## src/hw/sbir_pkg.sv

```systemverilog
package sbir_pkg;

    // ------------------------------------------------------------
    // register map
    // ------------------------------------------------------------
    localparam int          ADDR_W          = 18;
    localparam int          DATA_W          = 8;
    localparam logic [17:0] CAUSE_OFFSET    = 18'h00010;
    localparam logic [17:0] USER_EN_OFFSET  = 18'h00012;
    localparam logic [17:0] HOST_EN_OFFSET  = 18'h00013;
    localparam logic [7:0]  CAUSE_RESET     = 8'h00;
    localparam logic [7:0]  USER_EN_RESET   = 8'h00;
    localparam logic [7:0]  HOST_EN_RESET   = 8'h00;
    localparam logic [7:0]  USED_BITS_MASK  = 8'hfe;

    // ------------------------------------------------------------
    // cause bit positions
    // ------------------------------------------------------------
    localparam int BIT_PCS       = 1;
    localparam int BIT_HOST      = 2;
    localparam int BIT_CFG_ERR   = 3;
    localparam int BIT_CFG_DATA  = 4;
    localparam int BIT_USER_MST  = 5;
    localparam int BIT_USER_SLV  = 6;
    localparam int BIT_USER_IN   = 7;

    // ------------------------------------------------------------
    // types
    // ------------------------------------------------------------
    typedef enum logic {
        SBIR_HOST_PORT,
        SBIR_USER_MASTER
    } sbir_master_e;

    typedef struct packed {
        logic              valid;
        logic              write;
        sbir_master_e      master;
        logic [ADDR_W-1:0] addr;
        logic [DATA_W-1:0] wdata;
    } sbir_req_s;

    typedef struct packed {
        logic              valid;
        logic [DATA_W-1:0] rdata;
    } sbir_rsp_s;

endpackage

```

## src/hw/sbir_edge_sync.sv

```systemverilog
`timescale 1ns/1ns
module sbir_edge_sync
(
    // clock and reset
    input  wire logic                        mclk,
    input  wire logic                        sys_rst,
    // asynchronous levels in, rising-edge pulses out
    input  wire logic [sbir_pkg::DATA_W-1:0] levelIn,
    output logic      [sbir_pkg::DATA_W-1:0] risePulse
);

    import sbir_pkg::*;

    logic [DATA_W-1:0] meta_r;
    logic [DATA_W-1:0] sync_r;
    logic [DATA_W-1:0] prev_r;

    // ------------------------------------------------------------
    // per-bit two-flop synchroniser and edge detect
    // ------------------------------------------------------------
    for (genvar i = 0; i < DATA_W; i++) begin : g_bit
        always_ff @(posedge mclk or posedge sys_rst) begin
            if (sys_rst) begin
                meta_r[i] <= 1'b0;
                sync_r[i] <= 1'b0;
                prev_r[i] <= 1'b0;
            end else begin
                meta_r[i] <= levelIn[i];
                sync_r[i] <= meta_r[i];
                prev_r[i] <= sync_r[i];
            end
        end
        assign risePulse[i] = sync_r[i] & ~prev_r[i];
    end

endmodule

```

## src/hw/sbir_router.sv

```systemverilog
`timescale 1ns/1ns
module sbir_router
(
    // clock and resets
    input  wire logic       mclk,
    input  wire logic       sys_rst,
    input  wire logic       busResetLow_n,
    // interrupt sources
    input  wire logic       pcsIrq,
    input  wire logic       hostPortIrq,
    input  wire logic       hostParityErr,
    input  wire logic       hostParityCheckEn,
    input  wire logic       cfgErrIrq,
    input  wire logic       cfgDataIrq,
    input  wire logic       userMasterIrq,
    input  wire logic       userSlaveIrqPulse,
    input  wire logic       userIrqIn,
    // register access from bus masters
    input  sbir_pkg::sbir_req_s req,
    output sbir_pkg::sbir_rsp_s rsp,
    // interrupt and clock outputs
    output logic            userIrqOut,
    output logic            hostIrqOut_n,
    output logic            syncClk
);

    import sbir_pkg::*;

    // ------------------------------------------------------------
    // declarations
    // ------------------------------------------------------------
    logic              rstMeta_r;
    logic              rstSync_r;
    logic              busRst;
    logic [DATA_W-1:0] srcLevel;
    logic [DATA_W-1:0] srcRise;
    logic [DATA_W-1:0] cause_r;
    logic [DATA_W-1:0] cause_nxt;
    logic [DATA_W-1:0] userEn_r;
    logic [DATA_W-1:0] hostEn_r;
    logic [DATA_W-1:0] causeClr;
    logic              wrCause;
    logic              wrUserEn;
    logic              wrHostEn;
    logic              userIrq_r;
    logic              hostIrq_n_r;
    logic              syncClk_r;
    sbir_rsp_s         rsp_r;
    sbir_rsp_s         rsp_nxt;
    logic [DATA_W-1:0] userEn_nxt;
    logic [DATA_W-1:0] hostEn_nxt;
    logic [DATA_W-1:0] userPend;
    logic [DATA_W-1:0] hostPend;
    logic              userIrq_nxt;
    logic              hostIrq_n_nxt;
    logic              syncClk_nxt;

    // ------------------------------------------------------------
    // bus reset synchroniser
    // ------------------------------------------------------------
    always_ff @(posedge mclk or posedge sys_rst) begin
        if (sys_rst) begin
            rstMeta_r <= 1'b1;
            rstSync_r <= 1'b1;
        end else begin
            rstMeta_r <= ~busResetLow_n;
            rstSync_r <= rstMeta_r;
        end
    end
    assign busRst = rstSync_r;

    // ------------------------------------------------------------
    // source map and edge capture
    // ------------------------------------------------------------
    always_comb begin
        srcLevel               = '0;
        srcLevel[BIT_PCS]      = pcsIrq;
        srcLevel[BIT_HOST]     = hostPortIrq | (hostParityErr & hostParityCheckEn);
        srcLevel[BIT_CFG_ERR]  = cfgErrIrq;
        srcLevel[BIT_CFG_DATA] = cfgDataIrq;
        srcLevel[BIT_USER_MST] = userMasterIrq;
        srcLevel[BIT_USER_SLV] = userSlaveIrqPulse;
        srcLevel[BIT_USER_IN]  = userIrqIn;
    end

    sbir_edge_sync sbir_edge_sync_i (
        .mclk      (mclk),
        .sys_rst   (sys_rst),
        .levelIn   (srcLevel),
        .risePulse (srcRise)
    );

    // ------------------------------------------------------------
    // write decode
    // ------------------------------------------------------------
    assign wrCause  = req.valid & req.write & (req.addr == CAUSE_OFFSET);
    assign wrUserEn = req.valid & req.write & (req.addr == USER_EN_OFFSET)
                      & (req.master == SBIR_USER_MASTER);
    assign wrHostEn = req.valid & req.write & (req.addr == HOST_EN_OFFSET)
                      & (req.master == SBIR_HOST_PORT);
    assign causeClr = wrCause ? req.wdata : '0;

    // ------------------------------------------------------------
    // cause register: set wins over clear, source not touched
    // ------------------------------------------------------------
    assign cause_nxt = ((cause_r & ~causeClr) | srcRise) & USED_BITS_MASK;

    always_ff @(posedge mclk or posedge sys_rst) begin
        if (sys_rst) begin
            cause_r <= CAUSE_RESET;
        end else if (busRst) begin
            cause_r <= CAUSE_RESET;
        end else begin
            cause_r <= cause_nxt;
        end
    end

    // ------------------------------------------------------------
    // enable next values, writes gated by master
    // ------------------------------------------------------------
    always_comb begin
        userEn_nxt = userEn_r;
        if (wrUserEn) begin
            userEn_nxt = req.wdata & USED_BITS_MASK;
        end
    end

    always_comb begin
        hostEn_nxt = hostEn_r;
        if (wrHostEn) begin
            hostEn_nxt = req.wdata & USED_BITS_MASK;
        end
    end

    // ------------------------------------------------------------
    // enable registers
    // ------------------------------------------------------------
    always_ff @(posedge mclk or posedge sys_rst) begin
        if (sys_rst) begin
            userEn_r <= USER_EN_RESET;
        end else if (busRst) begin
            userEn_r <= USER_EN_RESET;
        end else begin
            userEn_r <= userEn_nxt;
        end
    end

    always_ff @(posedge mclk or posedge sys_rst) begin
        if (sys_rst) begin
            hostEn_r <= HOST_EN_RESET;
        end else if (busRst) begin
            hostEn_r <= HOST_EN_RESET;
        end else begin
            hostEn_r <= hostEn_nxt;
        end
    end

    // ------------------------------------------------------------
    // pending causes per output
    // ------------------------------------------------------------
    assign userPend      = cause_r & userEn_r;
    assign hostPend      = cause_r & hostEn_r;
    assign userIrq_nxt   = |userPend;
    assign hostIrq_n_nxt = ~|hostPend;

    // ------------------------------------------------------------
    // interrupt outputs
    // ------------------------------------------------------------
    always_ff @(posedge mclk or posedge sys_rst) begin
        if (sys_rst) begin
            userIrq_r   <= 1'b0;
            hostIrq_n_r <= 1'b1;
        end else if (busRst) begin
            userIrq_r   <= 1'b0;
            hostIrq_n_r <= 1'b1;
        end else begin
            userIrq_r   <= userIrq_nxt;
            hostIrq_n_r <= hostIrq_n_nxt;
        end
    end

    // ------------------------------------------------------------
    // read path
    // ------------------------------------------------------------
    always_comb begin
        rsp_nxt       = '0;
        rsp_nxt.valid = req.valid & ~req.write;
        if (req.valid && !req.write) begin
            case (req.addr)
                CAUSE_OFFSET:   rsp_nxt.rdata = cause_r;
                USER_EN_OFFSET: rsp_nxt.rdata = userEn_r;
                HOST_EN_OFFSET: rsp_nxt.rdata = hostEn_r;
                default:        rsp_nxt.rdata = '0;
            endcase
        end
    end

    always_ff @(posedge mclk or posedge sys_rst) begin
        if (sys_rst) begin
            rsp_r <= '0;
        end else if (busRst) begin
            rsp_r <= '0;
        end else begin
            rsp_r <= rsp_nxt;
        end
    end

    // ------------------------------------------------------------
    // synchronous clock output
    // ------------------------------------------------------------
    assign syncClk_nxt = ~syncClk_r;

    always_ff @(posedge mclk or posedge sys_rst) begin
        if (sys_rst) begin
            syncClk_r <= 1'b0;
        end else begin
            syncClk_r <= syncClk_nxt;
        end
    end

    assign rsp          = rsp_r;
    assign userIrqOut   = userIrq_r;
    assign hostIrqOut_n = hostIrq_n_r;
    assign syncClk      = syncClk_r;

endmodule

```

## config.mk

```make
export PLATFORM = sky130hd
export DESIGN_NAME = sbir_router
export DESIGN_NICKNAME = d
export VERILOG_FILES = /design/src/hw/sbir_pkg.sv /design/src/hw/sbir_edge_sync.sv /design/src/hw/sbir_router.sv
export SDC_FILE = /design/constraint.sdc
export NUM_CORES = 1
export LEC_CHECK = 0
export BUFFER_PORTS_ARGS = -buffer_cell sky130_fd_sc_hd__buf_2
export CAP_MARGIN = 20
export CORE_ASPECT_RATIO = 0.9
export CORE_UTILIZATION = 45
export DETAILED_ROUTE_END_ITERATION = 12
export GPL_TIMING_DRIVEN = 1
export HOLD_SLACK_MARGIN = 0.02
export PLACE_DENSITY = 0.71
export SLEW_MARGIN = 20
export SYNTH_ARGS = -nofsm -noshare
export SYNTH_HDL_FRONTEND = slang
export SYNTH_SLANG_ARGS = --single-unit
```

## constraint.sdc

```tcl
create_clock -name mclk -period 1.5 [get_ports mclk]
set_clock_uncertainty 0.15 [all_clocks]
set_input_delay 0.15 -clock mclk [delete_from_list [all_inputs] [get_ports mclk]]
set_output_delay 0.15 -clock mclk [all_outputs]
set_load 0.03 [all_outputs]
```

== Word level (Yosys, flattened, before mapping) ==
Cells that the tools add are included.

* Output and inout port bits: 12
* Register bits after elaboration: 59
* Word-level logic and storage cells: 84
* Input port bits: 41

* Bitwise operators: 32
* Mux-type cells: 11
* Equal/unequal tests: 3
* Reductions and logical operators: 7

{| class="wikitable"
|+ Operators with widths
! kind !! number
|-
| $mux 8 || 7
|-
| $eq 18x5->1 const B || 3
|-
| $and 8x8->8 || 3
|-
| $pmux 8 s3 || 1
|-
| $reduce_or 8->1 || 2
|-
| $and 1x1->1 || 15
|-
| $not 1->1 || 11
|-
| $mux 9 || 1
|-
| $not 8->8 || 1
|-
| $or 8x8->8 || 1
|-
| $reduce_bool 2->1 || 2
|-
| $logic_not 1->1 || 2
|-
| $mux 1 || 2
|-
| $logic_and 1x1->1 || 1
|-
| $or 1x1->1 || 1
|}

== Logic depth before layout (Yosys ltp) ==
Gate-level depths: netlist of the first run.

* Depth in word-level cells: 7
* Depth in mapped cells: 6
* Gate-level depth less buffers: 4

== Cells and area by module ==
From an unflattened synthesis of the first run, not the netlist that was laid out.

* Cell total of the unflattened synthesis: 198
* Area total of the unflattened synthesis: 2,376.0 µm²

{| class="wikitable"
|+ By module, submodules not included
! module !! cells each !! sequential area each (µm²) !! times used !! area an instance (µm²)
|-
| sbir_router || 165 || 854.6 || 1 || 1,661.6
|-
| sbir_edge_sync || 33 || 600.6 || 1 || 714.4
|}

== Worst setup path before layout of the first run ==
Ideal clock, no wire load.

* Path kind: input port to flip-flop
* From: in req[15] (netlist name)
* To: reg userEn_r[4]
* Path slack: 187 ps
* Data arrival time: 1,085 ps
* Path buffers: 2
* Library setup time: 78 ps
* Data required time: 1,272 ps
* Stages: 6
* Cells stage by stage: nor4b_4 > and4_1 > buf_4 > buf_6 > nand3_1 > a21oi_1

* Word-level cells in the longest chain between the ends: 4

{| class="wikitable"
|+ RTL lines
! what !! line !! source
|-
| from (decl) || sbir_router.sv:19 || <nowiki>input sbir_pkg::sbir_req_s req,</nowiki>
|-
| $eq 18x5->1 || sbir_router.sv:97 || <nowiki>assign wrUserEn = req.valid & req.write & (req.addr == USER_EN_OFFSET)</nowiki>
|-
| $and 1x1->1 || sbir_router.sv:97 ||
|-
| $and 1x1->1 || sbir_router.sv:98 || <nowiki>& (req.master == SBIR_USER_MASTER);</nowiki>
|-
| $reduce_bool 2->1 (no source line) || - ||
|-
| to (signal assigned) || sbir_router.sv:144 || <nowiki>userEn_r <= userEn_nxt;</nowiki>
|-
| to (decl) || sbir_router.sv:39 || <nowiki>logic [DATA_W-1:0] userEn_r;</nowiki>
|}

Every way passes these cells.
A chain may end at the register's enable or synchronous reset.

== Worst setup path after layout of the first run ==
* From: in hostPortIrq
* To: reg sbir_edge_sync_i.meta_r[2]

* Word-level cells in the longest chain between the ends: 1

{| class="wikitable"
|+ RTL lines
! what !! line !! source
|-
| from (decl) || sbir_router.sv:10 || <nowiki>input wire logic hostPortIrq,</nowiki>
|-
| $or 1x1->1 || sbir_router.sv:78 || <nowiki>srcLevel[BIT_HOST] = hostPortIrq | (hostParityErr & hostParityCheckEn);</nowiki>
|-
| via sbir_edge_sync_i.levelIn, one bit || sbir_edge_sync.sv:8 || <nowiki>input wire logic [sbir_pkg::DATA_W-1:0] levelIn,</nowiki>
|-
| to (signal, indexed assignment) || sbir_edge_sync.sv:28 || <nowiki>meta_r[i] <= levelIn[i];</nowiki>
|-
| to (decl) || sbir_edge_sync.sv:14 || <nowiki>logic [DATA_W-1:0] meta_r;</nowiki>
|}

The timed path passes the listed nets, and every way through them passes these cells.

==> results.md, run 1 <==
- Post-synthesis sequential area ratio: between 60 and 70%
- Pint: approximately 2.0 mW
- Vias in the first global route: 1,637
- Delay-heaviest family, CP: buffers and inverters
- Die Ht: 68.8 um
- Met3 track demand over resource: 5.00%
- DP Area: roughly 2600 um^2
- TritonCTS Sinks: between 50 and 60
- Fill cells: roughly 370
- Final core occ: a little over three fifths
- Critical Path Most Common Cell: dlygate4sd3_1
- Yosys reg bits: 55
- Hold WC Path Type: in -> reg
- Critical-path cell list: dlygate4sd3_1 > buf_2 > a21o_1 > dlygate4sd3_1
- Psw: between 0.6 and 0.7 mW
- Routed WL: between 4 and 5 mm
- Peak VDD IR: between 0.8 and 0.9 mV
- First-pass GRT wire length: roughly 7.5 mm
- RD Place Congestion: 0.815
- Root Driver: clkbuf_8
- CP max stage cell: dlygate4sd3_1
- Detailed placement HPWL: approximately 3.1 mm
- Routing usage on met2: 32.0%
- Antenna cells: 0
- Post-route ant nets: 0
- All-Layer GR Usage: between 10% and 20%
- Pre-Repair DR Iteration Count: 4
- Yosys warnings: 0
- H-tree depth: 2
- Chip Width: 76.2 um
- Comb pwr share: a little under a tenth
- Crit path required time: around 1.6 ns
- Rows: 23
- Status: completed
- Initial Utilization: between 40% and 50%
- Flop pwr share: 59.3%
- Total Power: ~2.6 mW
- Setup crit start kind: primary input
- Via count: 1,701
- Grt met1 use: about a quarter
- Syn_area_per_cell: 12.0 um^2
- Clock Tree Buf Depth: 2
- Post-Synthesis Cells: 186
- Core area: between 4000 and 5000 um^2
- Crit path max fanout: 1
- Congestion Overflow GR: 0
- Max-cap viol count: 0
- Fin crit share: a little over nine tenths
- CP bufs+invs: 3
- Ports: 53
- Vias per cell: about 5.2
- Clock-pin transition on the worst setup and hold timing paths: 0.10 ns
- Nets: between 300 and 400
- Number of distinct library cells after synthesis: 30
- CTS tree: done
- CP Class: in -> reg
- Fin. Hold Viols: 0
- Worst path max stage delay: roughly 0.54 ns
- Ratio of cells with drive above 1 in the final layout: 30.3%
- Cell area after layout: roughly 2900 um^2
- CTS Buf Count: 5
- Max Transition Viols Final: 0
- # DRC: 0
- Syn-to-layout area delta: 29.9%
- Cell Pwr Density: roughly 910 nW/um^2
- Clock network power share: between 30 and 40%
- Post-CTS Setup Inserts: 0
- 1st-iter DRT viols: 122
- PortBufs: 50
- Minimum clock period after layout: between 1 and 1.5 ns
- RSZ-0062 raised after global routing: false
- Die area: approximately 5200 um^2
- Syn_nets: 227
- P_leak: around 1.3 nW
- Largest net degree at the start of global routing: 25
- Switching part of the total power: between 20% and 30%
- Number of antenna violations at the first check in global routing: 0
- Count of final setup violators: 0
- Mapped Area: 2230 um^2
- CP endpoint kind: flip-flop
- Crit path DAT: about 1.5 ns
- Wire per inst: approximately 13 um
- Most used routing layer: met2
- Worst-skew pair later-pin latency: slightly above 0.3 ns
- Fmax: 709 MHz
## layer usage
metal  vias to the layer above  routed length, um
met4                         0                 51
met3                         4                230
li1                        829                  -
met5                         -                  0
met1                       816               1970
met2                        52               2090
## final cells by class
cell class / instances / area (um^2) / area share, %
Clock inverter: 2 / 17.5 / 0.604
Clock buffer: 6 / 72.6 / 2.50
Timing Repair Buffer: 80 / 548 / 18.9
Multi-Input combinational cell: 118 / 788 / 27.2
Inverter: 3 / 15.0 / 0.518
Tap cell: 62 / 77.6 / 2.68
Sequential cell: 55 / 1380 / 47.6
## power by group through the flow
stage	logic (mW)	registers (mW)	clock network [mW]
finish	0.251	1.56	0.818
global route	0.279	1.56	0.911
CTS	0.252	1.56	0.845
detailed placement	0.214	1.59	0
global placement	0.209	1.58	0
floorplan	0.107	1.58	0
## worst register-to-register path, stage by stage (launching register included)
cell,delay (ns)
dfrtp_1,0.43
a222oi_1,0.37
a31oi_1,0.16
## synthesized netlist by cell type
cell	n	share of area (%)
nand3_1	14	3.1
inv_1	3	0.50
nor4_4	4	3.8
buf_4	2	0.67
dfrtp_1	52	58
or2_0	1	0.28
a21o_1	1	0.34
a21oi_1	14	3.1
a22oi_1	4	1.3
a31oi_1	8	2.2
a311oi_1	7	2.7
conb_1	1	0.17
nor3b_1	1	0.34
a222oi_1	2	0.90
nor2b_1	7	2.0
nand4_1	3	0.84
nor4b_4	1	1.1
o21ai_0	14	3.1
nand2_1	3	0.50
clkbuf_1	4	0.67
buf_2	3	0.67
nand2b_1	7	2.0
dfstp_2	3	3.5
nor3_2	1	0.45
nor2_1	15	2.5
a31o_2	1	0.39
buf_6	1	0.50
or3_1	1	0.28
and4_1	1	0.39
mux2i_1	7	3.1
## registers in the layout, summed over array words and instances (netlist names)
signal and count:
hostIrqOut_n 1, sbir_edge_sync_i.meta_r 7, hostEn_r 7, cause_r 7, userEn_r 7, syncClk 1
busRst 1, sbir_edge_sync_i.prev_r 7, sbir_edge_sync_i.sync_r 7, rstMeta_r 1, rsp 8, userIrqOut 1
## cell families after synthesis
| kind of cell | count (synthesis) | share of synthesized area [%] |
|---|---|---|
| AND/OR/NAND/NOR | 59 | 17.6 |
| multiplexers | 7 | 3.14 |
| flip-flops | 55 | 61.9 |
| AO/OA/AOI/OAI | 51 | 14.2 |
| buffers and inverters | 13 | 3.03 |
| other | 1 | 0.168 |
## placed cells by master (no fill, tap or decap), types with 2 or more instances in the layout
master,n
o21ai_0,14
buf_12,2
nand3_1,14
a22oi_1,4
a21oi_1,14
a311oi_1,7
dfstp_2,3
nand4_1,3
nor2b_1,7
buf_4,9
a31oi_1,8
inv_1,2
dfrtp_1,52
nor4_4,4
nor2_1,15
clkbuf_8,5
a222oi_1,2
nand2b_1,7
dlygate4sd3_1,19
buf_2,50
mux2i_1,7
nand2_1,3
## worst paths after layout
path,end,depth (start not counted),slack [ns],startpoint
max,sbir_edge_sync_i.meta_r[2],4,0.09,hostPortIrq
min,hostEn_r[4],5,0.16,req[26]
max reg2reg,userIrqOut,2,0.27,userEn_r[3]
min reg2reg,sbir_edge_sync_i.sync_r[4],0,0.21,sbir_edge_sync_i.meta_r[4]
max in group asynchronous,busRst,4,0.50,sys_rst
min in group asynchronous,sbir_edge_sync_i.meta_r[5],3,0.20,sys_rst
## through the flow
| stage | instances | setup slack [ns] | setup TNS [ns] | hold slack [ns] |
|---|---|---|---|---|
| detailed placement | 299 | -0.0114 | -0.0266 | -0.0131 |
| finish | 326 | 0.0893 | 0 | 0.157 |
| global placement | 299 | 0.00239 | 0 | -0.0199 |
| CTS | 326 | 0.105 | 0 | 0.146 |
| floorplan | 186 | 0.187 | 0 | 0.0262 |
| global route | 326 | 0.0862 | 0 | 0.159 |
## repair_timing
action / in CTS / in global routing
setup endpoints to repair: 0 / 7
endpoints found under the hold margin: 82 / 0
gates resized for setup: 0 / 1
hold buffers: 19 / 0
No activity file was read; power rests on OpenSTA's default activity.
==> run 2, diff against run 1 <==
Settings changed: CORE_UTILIZATION 45 to 55, PLACE_DENSITY 0.71 to 0.82.
Clock period 1.5 ns to 1.8 ns, I/O delays scaled along.
==> results.md, run 2 (same netlist as run 1, synthesis figures left out) <==
- Status: completed (unchanged)
- CTS Buf Count: 5 (unchanged)
- CP Class: in -> reg (unchanged)
- Count of final setup violators: 0 (unchanged)
- Crit path max fanout: 7 (was 1)
- Via count: 1,704 (was 1,701)
- Vias in the first global route: 1,729 (was 1,637)
- Die Ht: 62.4 um (was 68.8 um)
- Post-route ant nets: 0 (unchanged)
- First-pass GRT wire length: 7.73 mm (was 7.46 mm)
- Vias per cell: 5.57 (was 5.22)
- Crit path DAT: 1.74 ns (was 1.47 ns)
- Root Driver: clkbuf_8 (unchanged)
- Number of antenna violations at the first check in global routing: 0 (unchanged)
- P_leak: 1.26 nW (was 1.28 nW)
- Largest net degree at the start of global routing: 24 (was 25)
- Congestion Overflow GR: 0 (unchanged)
- Clock-pin transition on the worst setup and hold timing paths: 0.10 ns (about the same)
- Setup crit start kind: primary input (unchanged)
- Routed WL: 4.44 mm (was 4.35 mm)
- Fin crit share: between 90% and 100%
- Max Transition Viols Final: 0 (unchanged)
- Met3 track demand over resource: 5.16% (was 5.00%)
- Antenna cells: 0 (unchanged)
- Minimum clock period after layout: ~1.7 ns
- Fill cells: 265 (was 366)
- TritonCTS Sinks: 55 (unchanged)
- Hold WS: 0.0968 ns (was 0.157 ns)
- Grt met1 use: 29.3% (was 23.8%)
- Post-CTS Setup Inserts: 0 (unchanged)
- All-Layer GR Usage: 23.0% (was 18.9%)
- RSZ-0062 raised after global routing: false (unchanged)
- Chip Width: 69.1 um (was 76.2 um)
- Cell Pwr Density: 774 nW/um^2 (was 906 nW/um^2)
- Detailed placement HPWL: 3.06 mm (was 3.10 mm)
- Fin. Hold Viols: 0 (unchanged)
- CTS Hold Buffers Added: 19 (unchanged)
- Ports: 53 (unchanged)
- 1st-iter DRT viols: 152 (was 122)
- CP endpoint kind: flip-flop (unchanged)
- Rows: 21 (was 23)
- Hold WC Path Type: in -> reg (unchanged)
- Clock Tree Buf Depth: 2 (unchanged)
- Max FFs per register: 8 (unchanged)
- Syn-to-layout area delta: 27.7% (was 29.9%)
- Post_cts resized: 0 (unchanged)
- Commonest non-fill, non-tap cell in the layout: dfrtp_1 (unchanged)
- Slew HR: between 60% and 70%
- Final setup margin: 0.109 ns (was 0.0893 ns)
- Fmax: between 500 and 600 MHz
- Wire per inst: 14.5 um (was 13.3 um)
- # DRC: 0 (unchanged)
- Pre-CTS setup slack: 0.206 ns (was -0.0114 ns)
- DP Area: 2560 um^2 (was 2610 um^2)
- Setup Total Neg Slack: 0 ns (unchanged)
- Routing usage on met2: 39.1% (was 32.0%)
- Cell area after layout: 2850 um^2 (was 2900 um^2)
- Initial Utilization: 58.6% (was 48.5%)
- Ratio of cells with drive above 1 in the final layout: 29.2% (was 30.3%)
- H-tree depth: 2 (unchanged)
- Die area: 4320 um^2 (was 5240 um^2)
- Most frequent cells in the layout: 52 x dfrtp_1, 50 x buf_2, 19 x dlygate4sd3_1 (unchanged)
- Nets: 300 (was 304)
- Peak VDD IR: 0.677 mV (was 0.853 mV)
- PortBufs: 50 (unchanged)
- Core area: 3810 um^2 (was 4600 um^2)
- Actual slew at the worst max-slew pin: around 0.53 ns
- Most used routing layer: met2 (unchanged)
- RD Place Congestion: 0.832 (was 0.815)
- Max-cap viol count: 0 (unchanged)
- CTS tree: done (unchanged)
- Total Power: 2.20 mW (was 2.63 mW)
- Crit path required time: 1.84 ns (was 1.56 ns)
- Pre-Repair DR Iteration Count: 4 (unchanged)
- Worst-skew pair later-pin latency: 0.31 ns (about the same)
==> run 2: changes by cell type in the layout (fill, tap and decap cells not counted) <==
cell	delta
clkbuf_8	+1
inv_6	-1
nor3b_2	-1
nor3b_1	+1
inv_2	+1
buf_4	-4
clkbuf_1	-1
==> run 2: cell type report <==
cell class | count | area, um^2 | area share, %
flip-flops and latches | 55 | 1380 | 48.4
clock inverters | 2 | 16.3 | 0.571
multi-input cells | 118 | 783 | 27.5
repair buffers | 76 | 518 | 18.2
inverters | 3 | 11.3 | 0.395
well taps | 46 | 57.6 | 2.02
clock buffers | 6 | 82.6 | 2.90
==> run 2: report_power, final <==
part           internal (mW)  total, mW  switching, mW
Sequential              1.27       1.30         0.0240
Clock                  0.314      0.707          0.393
Combinational         0.0975      0.199          0.102
Total                   1.69       2.20          0.518
==> run 2: worst max-delay path: stages <==
cell	delay (ns)
dlygate4sd3_1	0.54
buf_2	0.13
nand2_1	0.11
or3_1	0.47
o21ai_0	0.21
a21oi_1	0.08
==> run 2: final timing paths <==
check	from	endpoint	slack, ns	depth (start not counted)
worst max-delay path	req[27]	hostEn_r[4]	0.11	6
worst min register to register	sbir_edge_sync_i.meta_r[5]	sbir_edge_sync_i.sync_r[5]	0.20	0
worst max register to register	busRst	rsp[8]	0.29	2
min in group asynchronous	sys_rst	userEn_r[6]	0.28	3
max in group asynchronous	sys_rst	hostIrqOut_n	0.62	4
worst min-delay path	req[26]	hostEn_r[2]	0.1	4
==> run 2: metal layers <==
metal | part of all wire [%] | wire [um]
met5 | 0 | 0
met2 | 50 | 2230
met1 | 41 | 1830
met4 | 1.8 | 80
met3 | 6.7 | 296
==> run 2: metrics by stage <==
step | instances | util, %
detailed placement | 279 | 67.2
floorplan | 186 | -
CTS | 306 | 74.8
global placement | 279 | 67.2
global route | 306 | 74.8
finish | 306 | 74.8
==> run 3, diff against run 2 <==
Settings changed: CORE_MARGIN set to 2, TNS_END_PERCENT set to 30.
==> results.md, run 3 (same netlist as run 1, synthesis figures left out) <==
- Minimum clock period after layout: 1.64 ns (was 1.69 ns)
- Post-CTS Setup Inserts: 0 (unchanged)
- Max FFs per register: 8 (unchanged)
- Syn-to-layout area delta: 26.5% (was 27.7%)
- CTS Buf Count: 5 (unchanged)
- Worst hold stages: 2 (was 4)
- RSZ-0062 raised after global routing: false (unchanged)
- Ports: 53 (unchanged)
- Fin. Hold Viols: 0 (unchanged)
- FF-to-FF Start: busRst (unchanged)
- Cell Pwr Density: 768 nW/um^2 (was 774 nW/um^2)
- CP bufs+invs: 2 (unchanged)
- Worst hold start: req[28] (was req[26])
- Chip Width: 71.1 um (was 69.1 um)
- Largest net degree at the start of global routing: 36 (was 24)
- Ratio of cells with drive above 1 in the final layout: 28.7% (was 29.2%)
- Worst Hold Path EP: rsp[8] (was hostEn_r[2])
- Max Transition Viols Final: 0 (unchanged)
- Worst r2r dst: rsp[4] (was rsp[8])
- TritonCTS Sinks: 55 (unchanged)
- PortBufs: 50 (unchanged)
- Post_cts resized: 0 (unchanged)
- Pre-Repair DR Iteration Count: 5 (was 4)
- Setup crit start kind: primary input (unchanged)
- Crit path max fanout: 7 (unchanged)
- Setup Total Neg Slack: 0 ns (unchanged)
- R2r setup slk: 0.52 ns (was 0.29 ns)
- Detailed placement HPWL: 3.03 mm (was 3.06 mm)
- P_leak: 1.25 nW (was 1.26 nW)
- Via count: 1,688 (was 1,704)
- Core area: 3810 um^2 (unchanged)
- Status: completed (unchanged)
- Fmax: 611 MHz (was 592 MHz)
- Final core occ: 74.1% (was 74.8%)
- Worst Reg-to-Reg Cells: 3 (was 2)
- Count of final setup violators: 0 (unchanged)
- 1st-iter DRT viols: 109 (was 152)
- Delay-heaviest family, CP: buffers and inverters (unchanged)
- Crit path required time: 1.84 ns (about the same)
- Clock-pin transition on the worst setup and hold timing paths: 0.09 ns (was 0.10 ns)
- Crit path DAT: 1.67 ns (was 1.74 ns)
- Clock Tree Buf Depth: 2 (unchanged)
- Hold WC Path Type: in -> reg (unchanged)
- Initial Utilization: 58.6% (unchanged)
- RD Place Congestion: 0.805 (was 0.832)
- All-Layer GR Usage: 21.0% (was 23.0%)
- First-pass GRT wire length: 7.45 mm (was 7.73 mm)
- # DRC: 0 (unchanged)
- Vias in the first global route: 1,650 (was 1,729)
- CP endpoint kind: flip-flop (unchanged)
- CTS tree: done (unchanged)
- Antenna cells: 0 (unchanged)
- Nets: 298 (was 300)
- Critical-path cell list: dlygate4sd3_1 > buf_2 > nand2_1 > or3_1 > o21ai_0 > a21oi_1 (unchanged)
- H-tree depth: 2 (unchanged)
- Rows: 21 (unchanged)
- Routed WL: 4.33 mm (was 4.44 mm)
- Most frequent cells in the layout: 52 x dfrtp_1, 50 x buf_2, 18 x dlygate4sd3_1 (was 52 x dfrtp_1, 50 x buf_2, 19 x dlygate4sd3_1)
- Die Ht: 64.4 um (was 62.4 um)
- Fin crit share: 90.9% (was 93.9%)
- Number of antenna violations at the first check in global routing: 0 (unchanged)
- Vias per cell: 5.55 (was 5.57)
- Commonest non-fill, non-tap cell in the layout: dfrtp_1 (unchanged)
- Max-cap viol count: 0 (unchanged)
- Peak VDD IR: 0.685 mV (was 0.677 mV)
- Wire per inst: 14.2 um (was 14.5 um)
- Worst-skew pair later-pin latency: 0.31 ns (about the same)
- Die area: 4580 um^2 (was 4320 um^2)
- CP max stage cell: dlygate4sd3_1 (unchanged)
- Congestion Overflow GR: 0 (unchanged)
- CP Class: in -> reg (unchanged)
- Post-route ant nets: 0 (unchanged)
- CTS Hold Buffers Added: 18 (was 19)
- Root Driver: clkbuf_8 (unchanged)
- Worst path max stage delay: 0.52 ns (was 0.54 ns)
==> run 3: area by class of cell <==
type / instances / area [um^2]
well taps: 46 / 57.6
fillers: 248 / 987
repair buffers: 74 / 500
clock buffers: 6 / 72.6
inverters: 3 / 11.3
multi-input cells: 118 / 783
clock inverters: 2 / 17.5
flip-flops and latches: 55 / 1380
==> run 3: worst max-delay path by stage <==
stage | endpoint | slack (ns) | cells after the start | start
floorplan | cause_r[1] | 0.13 | 1 | sys_rst
global placement | rsp[2] | 0.27 | 6 | req[11]
detailed placement | rsp[4] | 0.23 | 6 | req[20]
CTS | hostEn_r[7] | 0.17 | 6 | req[27]
global route | hostEn_r[7] | 0.02 | 6 | req[27]
finish | hostEn_r[2] | 0.16 | 6 | req[27]
==> run 3: routing by layer <==
| metal | GRT usage (%) | vias up | part of all wire (%) |
|---|---|---|---|
| met2 | 35.0 | 66 | 49 |
| met4 | 6.37 | 0 | 0.92 |
| met3 | 4.82 | 5 | 6.1 |
| met1 | 27.6 | 800 | 44 |
| met5 | 0 | - | 0 |
| li1 | - | 817 | - |
==> run 3: worst reg2reg max path, cell delays in order (launching register included) <==
cell and delay [ns]:
dfstp_2 0.41, nor3b_1 0.28, nand2_1 0.21, nor2_1 0.15
==> run 3: per-stage QoR <==
step / setup slack, ns / hold WS, ns / total power [mW] / instance area (um^2) / std cells
2_1_floorplan: 0.132 / 0.0562 / 1.40 / 2230 / 186
3_3_place_gp: 0.270 / 0.0525 / 1.48 / 2550 / 278
3_5_place_dp: 0.225 / 0.0607 / 1.49 / 2550 / 278
4_1_cts: 0.172 / 0.0208 / 2.18 / 2820 / 304
5_1_grt: 0.0227 / 0.0422 / 2.26 / 2820 / 304
6_report: 0.164 / 0.0294 / 2.17 / 2820 / 304
==> run 3: report_power, final <==
| part | switching (mW) | total, mW | internal (mW) |
|---|---|---|---|
| sequential | 0.0243 | 1.30 | 1.27 |
| clock | 0.390 | 0.673 | 0.283 |
| combinational | 0.102 | 0.197 | 0.0951 |
| total | 0.516 | 2.17 | 1.65 |
